--- config.mk ---
export PLATFORM = sky130hd
export DESIGN_NAME = cfg_front
export DESIGN_NICKNAME = d
export VERILOG_FILES = /design/src/pkg/cfg_front_pkg.sv /design/src/pkg/control_store_if.sv /design/src/design/control_store.sv /design/src/design/cfg_front.sv
export VERILOG_INCLUDE_DIRS = /design/src /design/src/pkg
export SDC_FILE = /design/constraint.sdc
export NUM_CORES = 1
export LEC_CHECK = 0
export BUFFER_PORTS_ARGS = -buffer_cell sky130_fd_sc_hd__buf_2
export CAP_MARGIN = 20
export CELL_PAD_IN_SITES_DETAIL_PLACEMENT = 1
export CELL_PAD_IN_SITES_GLOBAL_PLACEMENT = 1
export CORE_ASPECT_RATIO = 0.6
export CORE_MARGIN = 2
export CORE_UTILIZATION = 23
export CTS_BUF_LIST = sky130_fd_sc_hd__clkbuf_16
export CTS_CLUSTER_SIZE = 12
export DETAILED_ROUTE_END_ITERATION = 10
export HOLD_SLACK_MARGIN = 0.03
export PLACE_DENSITY = 0.82
export SLEW_MARGIN = 20
export SYNTH_ARGS = -nofsm -noshare
export SYNTH_HDL_FRONTEND = slang
export SYNTH_SLANG_ARGS = --single-unit
export TNS_END_PERCENT = 50
--- constraint.sdc ---
create_clock -name clk -period 1.6 [get_ports clk]
set_input_delay 0.32 -clock clk [delete_from_list [all_inputs] [get_ports clk]]
set_output_delay 0.32 -clock clk [all_outputs]
set_load 0.02 [all_outputs]
--- src/pkg/cfg_front_map.svh ---
/*
  Offsets, field positions, masks and reset values of the front of the
  configuration header for function 0. Assumes nothing of its surroundings.
*/
`ifndef CFG_FRONT_MAP_SVH
`define CFG_FRONT_MAP_SVH

`define OFS_IDENT_WORD        6'h00
`define OFS_CONTROL_WORD      6'h01
`define BIT_IO_ON             0
`define BIT_MEM_ON            1
`define BIT_INITIATOR         2
`define BIT_SPECIAL           3
`define BIT_WRITE_INVALIDATE  4
`define BIT_PALETTE_SNOOP     5
`define BIT_PARITY_RESPONSE   6
`define BIT_SYSTEM_ERROR      8
`define BIT_INTX_OFF          10
`define CONTROL_WRITABLE_MASK 16'h0567
`define CONTROL_RESET_VALUE   16'h0000

`endif

--- src/pkg/cfg_front_pkg.sv ---
/*
  Types shared by the configuration front block and its control store.
  Assumes the map header is available on the include path.
*/
package cfg_front_pkg;
  typedef logic [15:0] half_word_t;
  typedef enum logic {
    access_idle,
    access_busy
  } access_state_t;
endpackage

--- src/pkg/control_store_if.sv ---
/*
  Interface between the configuration front and its control store.
  Assumes a single clock domain.
*/
`timescale 1ns/1ps
interface control_store_if;
  logic                     write_strobe;
  logic [3:0]               byte_lane;
  logic [31:0]              write_data;
  cfg_front_pkg::half_word_t control;
  modport front (output write_strobe, output byte_lane, output write_data, input control);
  modport store (input write_strobe, input byte_lane, input write_data, output control);
endinterface

--- src/design/control_store.sv ---
/*
  The writable command word of one function. Holds only the writable bits;
  the rest read as zero. Assumes synchronous active-high reset.
*/
`timescale 1ns/1ps
`include "cfg_front_map.svh"
module control_store (
  input  wire logic    clk,
  input  wire logic    rst,
  control_store_if.store port_a
);
  cfg_front_pkg::half_word_t word;
  cfg_front_pkg::half_word_t next_word;

  always_comb begin
    next_word = word;
    if (port_a.byte_lane[0]) begin
      next_word[7:0] = port_a.write_data[7:0];
    end
    if (port_a.byte_lane[1]) begin
      next_word[15:8] = port_a.write_data[15:8];
    end
  end

  always_ff @(posedge clk) begin
    if (rst) begin
      word <= `CONTROL_RESET_VALUE;
    end else if (port_a.write_strobe) begin
      // Masking on the way in keeps reserved and hardwired bits at zero.
      word <= next_word & `CONTROL_WRITABLE_MASK;
    end
  end

  assign port_a.control = word;
endmodule

--- src/design/cfg_front.sv ---
/*
  Front of the configuration header for function 0: maker and part codes
  and the command word, reached by configuration cycles on a dword index
  with byte enables. Assumes the bus interface decodes configuration cycles
  and hands over one request per pulse; the second function supplies its own
  copies of the two error enables.
*/
// How it works
// - Dword 0 low half returns fixed maker code; writes ignored.
// - Dword 0 high half returns fixed part code; writes ignored.
// - Command bits 15 to 11 always read zero.
// - Command bit 10 set blocks this function's interrupt line.
// - Command bit 9 reads zero; no fast back-to-back transactions.
// - Command bit 8 enables the system error driver.
// - Address parity error reported only when both enables are on: bit 8 or its other-function copy, and bit 6 or its copy.
// - Command bit 7 always reads zero.
// - Bit 6 enables parity error response on both error lines.
// - Bit 5 set makes palette writes snooped, not claimed.
// - Bit 4 hardwired zero; only plain memory writes are used.
// - Bit 3 hardwired zero; special cycles never answered.
// - Initiator requests pass only while bit 2 is set.
// - Memory cycles claimed only while bit 1 set; resets clear.
// - I/O cycles claimed only while bit 0 set; resets clear.
// - This function keeps its own command word.
// - Error enables ORed with the other function's copies.
`timescale 1ns/1ps
`include "cfg_front_map.svh"
module cfg_front #(
  parameter logic [15:0] MAKER_CODE = 16'h1234, // Arbitrary value.
  parameter logic [15:0] PART_CODE  = 16'h5678  // Arbitrary value.
) (
  input  wire logic        clk,
  input  wire logic        rst,
  input  wire logic        cfg_request,
  input  wire logic        cfg_write,
  input  wire logic [5:0]  cfg_index,
  input  wire logic [3:0]  cfg_byte_enable,
  input  wire logic [31:0] cfg_write_data,
  output logic [31:0]      cfg_read_data,
  output logic             cfg_done,
  input  wire logic        other_system_error_on,
  input  wire logic        other_parity_response_on,
  output logic             system_error_driver_on,
  output logic             parity_response_on,
  input  wire logic        intx_request,
  output logic             intx_assert,
  input  wire logic        memory_hit,
  output logic             memory_claim,
  input  wire logic        io_hit,
  output logic             io_claim,
  input  wire logic        palette_write_hit,
  output logic             palette_snoop,
  input  wire logic        special_cycle_hit,
  output logic             special_cycle_claim,
  input  wire logic        initiator_request,
  output logic             initiator_go,
  output logic             write_invalidate_allow,
  output logic             fast_b2b_allow,
  input  wire logic        address_parity_error,
  input  wire logic        data_parity_error,
  output logic             system_error_assert,
  output logic             parity_error_assert
);
  control_store_if store_link ();
  cfg_front_pkg::half_word_t    control;
  cfg_front_pkg::access_state_t state;
  logic                         hit_control;

  function automatic logic index_is(input logic [5:0] idx, input logic [5:0] want);
    return idx == want;
  endfunction

  control_store u_control_store (
    .clk    (clk),
    .rst    (rst),
    .port_a (store_link)
  );

  assign control                 = store_link.control;
  assign hit_control             = index_is(cfg_index, `OFS_CONTROL_WORD);
  assign store_link.write_strobe = cfg_request && cfg_write && hit_control && state == cfg_front_pkg::access_idle;
  // The status half of dword 1 lives elsewhere; only lanes 0 and 1 reach here.
  assign store_link.byte_lane    = {2'h0, cfg_byte_enable[1:0]};
  assign store_link.write_data   = cfg_write_data;

  // Each request is answered one cycle later; a request during the answer waits.
  always_ff @(posedge clk) begin
    if (rst) begin
      state <= cfg_front_pkg::access_idle;
    end else begin
      unique case (state)
        cfg_front_pkg::access_idle: begin
          if (cfg_request) begin
            state <= cfg_front_pkg::access_busy;
          end
        end
        cfg_front_pkg::access_busy: begin
          state <= cfg_front_pkg::access_idle;
        end
      endcase
    end
  end

  assign cfg_done = state == cfg_front_pkg::access_busy;

  always_ff @(posedge clk) begin
    if (rst) begin
      cfg_read_data <= 32'h0000_0000;
    end else if (cfg_request && !cfg_write && state == cfg_front_pkg::access_idle) begin
      if (index_is(cfg_index, `OFS_IDENT_WORD)) begin
        cfg_read_data <= {PART_CODE, MAKER_CODE};
      end else if (hit_control) begin
        cfg_read_data <= {16'h0000, control};
      end else begin
        cfg_read_data <= 32'h0000_0000;
      end
    end
  end

  always_comb begin
    // Other function's copies widen behaviour but never show in this readback.
    system_error_driver_on = control[`BIT_SYSTEM_ERROR] | other_system_error_on;
    parity_response_on     = control[`BIT_PARITY_RESPONSE] | other_parity_response_on;
    intx_assert            = intx_request && !control[`BIT_INTX_OFF];
    // Snoop is worked out first because the two claims below read it in this same pass.
    palette_snoop          = palette_write_hit && control[`BIT_PALETTE_SNOOP];
    memory_claim           = memory_hit && control[`BIT_MEM_ON] && !palette_snoop;
    io_claim               = io_hit && control[`BIT_IO_ON] && !palette_snoop;
    special_cycle_claim    = 1'b0 & special_cycle_hit;
    initiator_go           = initiator_request && control[`BIT_INITIATOR];
    write_invalidate_allow = control[`BIT_WRITE_INVALIDATE];
    fast_b2b_allow         = 1'b0;
    system_error_assert    = address_parity_error && system_error_driver_on && parity_response_on;
    parity_error_assert    = data_parity_error && parity_response_on;
  end
endmodule

After elaboration in Yosys (flattened, before gate mapping). Cells that the tools add are included.

Register bits after elaboration: 40. Bits of input ports: 56. Word-level logic and storage cells: 33.

Eq/ne operators: 1. Mux-type cells: 4. Bitwise gates (word level): 3. Reductions and logical operators: 21.

Operators by type and width (number): 2-to-1 mux 31 bit (1); logical AND 1 bit (15); 2-to-1 mux 11 bit (1); == test 6 x 1 -> 1 bit, second input constant (1); logical NOT 6 bit (1); AND reduction 2 bit (2); logical NOT 1 bit (3); bitwise OR 1 bit (2); case mux 1 bit (2 select lines) (1); 2-to-1 mux 1 bit (1); inverter 1 bit (1).

Depth between registers and ports, before layout.
Word-level depth: 4. Depth in mapped cells: 4.

Hierarchy. From an unflattened synthesis, not the netlist that was laid out.

Cell total of the unflattened synthesis: 121. Area total of the unflattened synthesis: 1226.2 µm².

By module, submodules not included: cfg_front (times used 1, cells each 81, area each 854.6 µm², sequential area each 360.3 µm²); control_store (times used 1, cells each 40, area each 371.6 µm², sequential area each 140.1 µm²).

Worst setup path before layout. No wires, ideal clock.

Kind: reg-to-reg. Start point: reg state, in the netlist cfg_done. End point: reg cfg_read_data[28]. Arrival time: 1.524 ns. Data required time: 1.530 ns. Path slack: 0.006 ns. Cell stages (with the launch flop): 5. Clock period less this slack: 1.594 ns. Cell sequence: dfxtp_1 or3b_1 buf_6 or4b_1 a21oi_1.

Longest elaborated chain between the ends: 2.

Ends and longest elaborated chain: from (decl) (line cfg_front.sv:66) `cfg_front_pkg::access_state_t state;`; from (signal assigned) (line cfg_front.sv:89) `state <= cfg_front_pkg::access_idle;`; from (signal assigned) (line cfg_front.sv:94) `state <= cfg_front_pkg::access_busy;`; from (signal assigned) (line cfg_front.sv:98) `state <= cfg_front_pkg::access_idle;`; inverter 1 bit; logical AND 1 bit (line cfg_front.sv:109) `end else if (cfg_request && !cfg_write && state == cfg_front_pkg::access_idle) begin`; to (signal assigned) (line cfg_front.sv:111) `cfg_read_data <= {PART_CODE, MAKER_CODE};`; to (signal assigned) (line cfg_front.sv:113) `cfg_read_data <= {16'h0000, control};`; to (decl) (line cfg_front.sv:39) `output logic [31:0] cfg_read_data,`.

Every way passes these cells. A chain may end at the register's enable or synchronous reset.

Worst setup path in the final report.
Start point: reg u_control_store.word[8], in the netlist u_control_store.port_a.control[8]. End point: out system_error_assert.

Longest elaborated chain between the ends: 3.

Ends and longest elaborated chain: from (decl) (line control_store.sv:12) `cfg_front_pkg::half_word_t word;`; from (signal assigned) (line control_store.sv:27) `` word <= `CONTROL_RESET_VALUE; ``; from (signal assigned) (line control_store.sv:30) `` word <= next_word & `CONTROL_WRITABLE_MASK; ``; bitwise OR 1 bit (line cfg_front.sv:122) `` system_error_driver_on = control[`BIT_SYSTEM_ERROR] | other_system_error_on; ``; logical AND 1 bit (2 in series) (line cfg_front.sv:133) `system_error_assert = address_parity_error && system_error_driver_on && parity_response_on;`; to (decl) (line cfg_front.sv:61) `output logic system_error_assert,`.

Every way passes these cells.

==> reports/qor.txt <==
Gr usage total - 10.8%
Synth Register Bits - 16
Crit path from - u_control_store.port_a.control[8]
FMAX - 0.666 GHz
Outcome - complete, no violations
Row count - 18
Crit path max-delay family - simple AND/OR/NAND/NOR gates
R2r startpoint - cfg_done
GRT overflow - 0
Register area share after synthesis - 32.2%
Xor/xnor share of the synthesized area - 0%
Placeable Area - 4120 um^2
Initial core utilization - 24.1%
Placer congestion estimate - 0.676
Routed wire per std cell - 11.1 um
Cells after synthesis - 115
Fin worst setup slack - 0.0988 ns
Worst hold stages - 3
Setup crit end - system_error_assert
Overall power - 1.03 mW
RSZ-0062 raised after global routing - no
Yosys warning count - 0
Max-cap violation count - 0
Hold_ws - 0.332 ns
Setup tns final - 0 ns
Initial DRC count - 18
Vias in the first global route - 823
Largest net degree at the start of global routing - 24
Main combinational cell family by area after synthesis - simple AND/OR/NAND/NOR gates
Die area - 4880 um^2
Fillers - 524
Max FO, Critical Path - 3
Buffers on Ports - 55
Die height - 54.9 um
Total wire length - 2500 um
CTS tree - built
Final setup viols - 0
Clock root cell - clkbuf_16
Tmin final - 1.50 ns
Power Dens Cells - 791 nW/um^2
Crit path max-delay cell type - dfxtp_1
Number of antenna diodes - 0
Via Count - 895
Worst setup EP type - primary output
Worst-Skew Late Latency - 0.24 ns
CTS Buf Count - 3
End of the worst register-to-register path - cfg_read_data[28]
Initial antenna violation count - 0
Post-synthesis mux area share - 7.05%
Syn Std Cell Area - 993 um^2
Area added between synthesis and finish - 31.7%
Drt drc - 0
Fin. max-slew vios - 0
Number of unique standard cell types used by synthesis - 26
Hold Fails Final Rpt - 0
Share of cells above drive strength 1 - 41.0%
H-tree depth - 1
Vias per cell - 3.96
Most frequent cells in the layout - 55 x buf_2, 17 x conb_1, 16 x nand2b_1, 16 x dfxtp_1, 9 x nand2_1
Worst path required time - 1.28 ns
CTS Sinks - 16
Critical path buffers and inverters - 1
Top Ports - 101
Most common cell after layout, fill and taps aside - buf_2
Worst Hold Class - primary input to register
Syn Area/Cell - 8.64 um^2
R2r setup slk - 0.18 ns
Skew final - 0.00222 ns
WS Path Type - register to primary output
Sequential cell area - 320 um^2
First-pass GRT wire length - 3910 um
Crit path cell chain - or2_2, and3_1, buf_2
Antenna violation net count after detailed routing - 0
Synth Area in Compound Gates - 4.03%
Hold-fix buffers, CTS - 0
Slowest stage delay, CP - 0.32 ns
Clock tree buffer depth - 2
Final period util - 93.8%
DP Worst Slack - 0.0149 ns
Worst Setup Start Kind - register
Hpwl dp - 2160 um
Area of the multi-input gates - 503 um^2
Leakage - 0.657 nW
Simple-gate portion of the synthesized area - 33.1%
Worst-path clk slew - 0.05 ns
Die width - 88.8 um
Maximum vdd drop - 0.338 mV
Critical path arrival - 1.18 ns
DR pass1 iterations - 4
Post-CTS resize count - 0
Post-Synth Adder-Cell Area - 0%
Worst reg-to-reg path cell count - 3
Logic depth of the worst setup path including buffers - 3
Nets - 223
Postcts setup bufs - 0
==> power by group <==
part	switching (mW)	internal (mW)	total, mW	leakage (nW)
combinational	0.0915	0.0569	0.148	0.489
clock	0.153	0.331	0.485	0.0385
sequential	0.000987	0.401	0.402	0.129
total	0.246	0.789	1.03	0.657
==> worst reg2reg max path, stage by stage, from the launching register on <==
cell and delay, ns:
dfxtp_1 0.30, or3b_1 0.40, or4b_1 0.51, a21oi_1 0.14
==> registers in the layout (all words and copies together) (netlist names) <==
register	flops
cfg_done	1
cfg_read_data	8
u_control_store.port_a.control	7
==> worst min-delay path by stage <==
stage                                                  from                            endpoint  slack, ns
after floorplan           u_control_store.port_a.control[2]   u_control_store.port_a.control[2]       0.45
after global placement                     cfg_read_data[1]                    cfg_read_data[1]       0.44
after detailed placement                   cfg_read_data[2]                    cfg_read_data[2]       0.45
after CTS                                 cfg_write_data[6]   u_control_store.port_a.control[6]       0.33
after global routing                     cfg_write_data[10]  u_control_store.port_a.control[10]       0.35
final                                     cfg_write_data[6]   u_control_store.port_a.control[6]       0.33
==> logic make-up (layout without fill, tap and decap cells) <==
kind of cell	count (synthesis)	count (layout)
AO/OA/AOI/OAI	8	8
buffers and inverters	32	67
flip-flops	16	16
multiplexers	7	7
other	1	17
AND/OR/NAND/NOR	51	51
==> layer usage <==
layer	vias to the layer above	global-route usage, %	routed length, um	share of wire, %
li1	445	-	-	-
met1	417	13.4	1160	46
met2	31	17.7	1130	45
met3	2	4.75	202	8.1
met4	0	2.27	13	0.52
met5	-	0	0	0
==> final cells by class <==
cell class	instances	share of cell area (%)
multi-input combinational	83	38.4
sequential	16	24.5
clock inverter	1	0.287
timing repair buffer	62	25.0
clock buffer	3	5.74
tap	60	5.74
inverter	1	0.287
==> synthesized netlist by cell type <==
cell type,n,area [um^2]
nor2_1,1,3.75
dfxtp_1,16,320
or3b_1,1,8.76
mux2i_1,7,70.1
nand2_1,9,33.8
clkbuf_1,2,7.51
nor3b_2,1,12.5
nor4b_2,1,15.0
buf_2,1,5.00
or2_1,1,6.26
nor2b_1,1,6.26
nand4_1,5,31.3
nand2b_1,16,100
or2_2,1,6.26
a21oi_1,8,40.0
and4b_1,2,20.0
nor3b_1,1,7.51
nand4b_1,2,17.5
or4b_1,1,10.0
and2_1,2,12.5
buf_6,1,11.3
buf_4,27,203
nor4_1,1,6.26
inv_1,1,3.75
and3_1,5,31.3
conb_1,1,3.75
==> per-stage QoR <==
stage / area [um^2] / utilization (%) / std cells
floorplan: 1050 / - / 131
global placement: 1230 / 29.8 / 222
detailed placement: 1230 / 29.8 / 222
CTS: 1310 / 31.8 / 226
global route: 1310 / 31.8 / 226
finish: 1310 / 31.8 / 226
(Power assumes the default switching activity.)
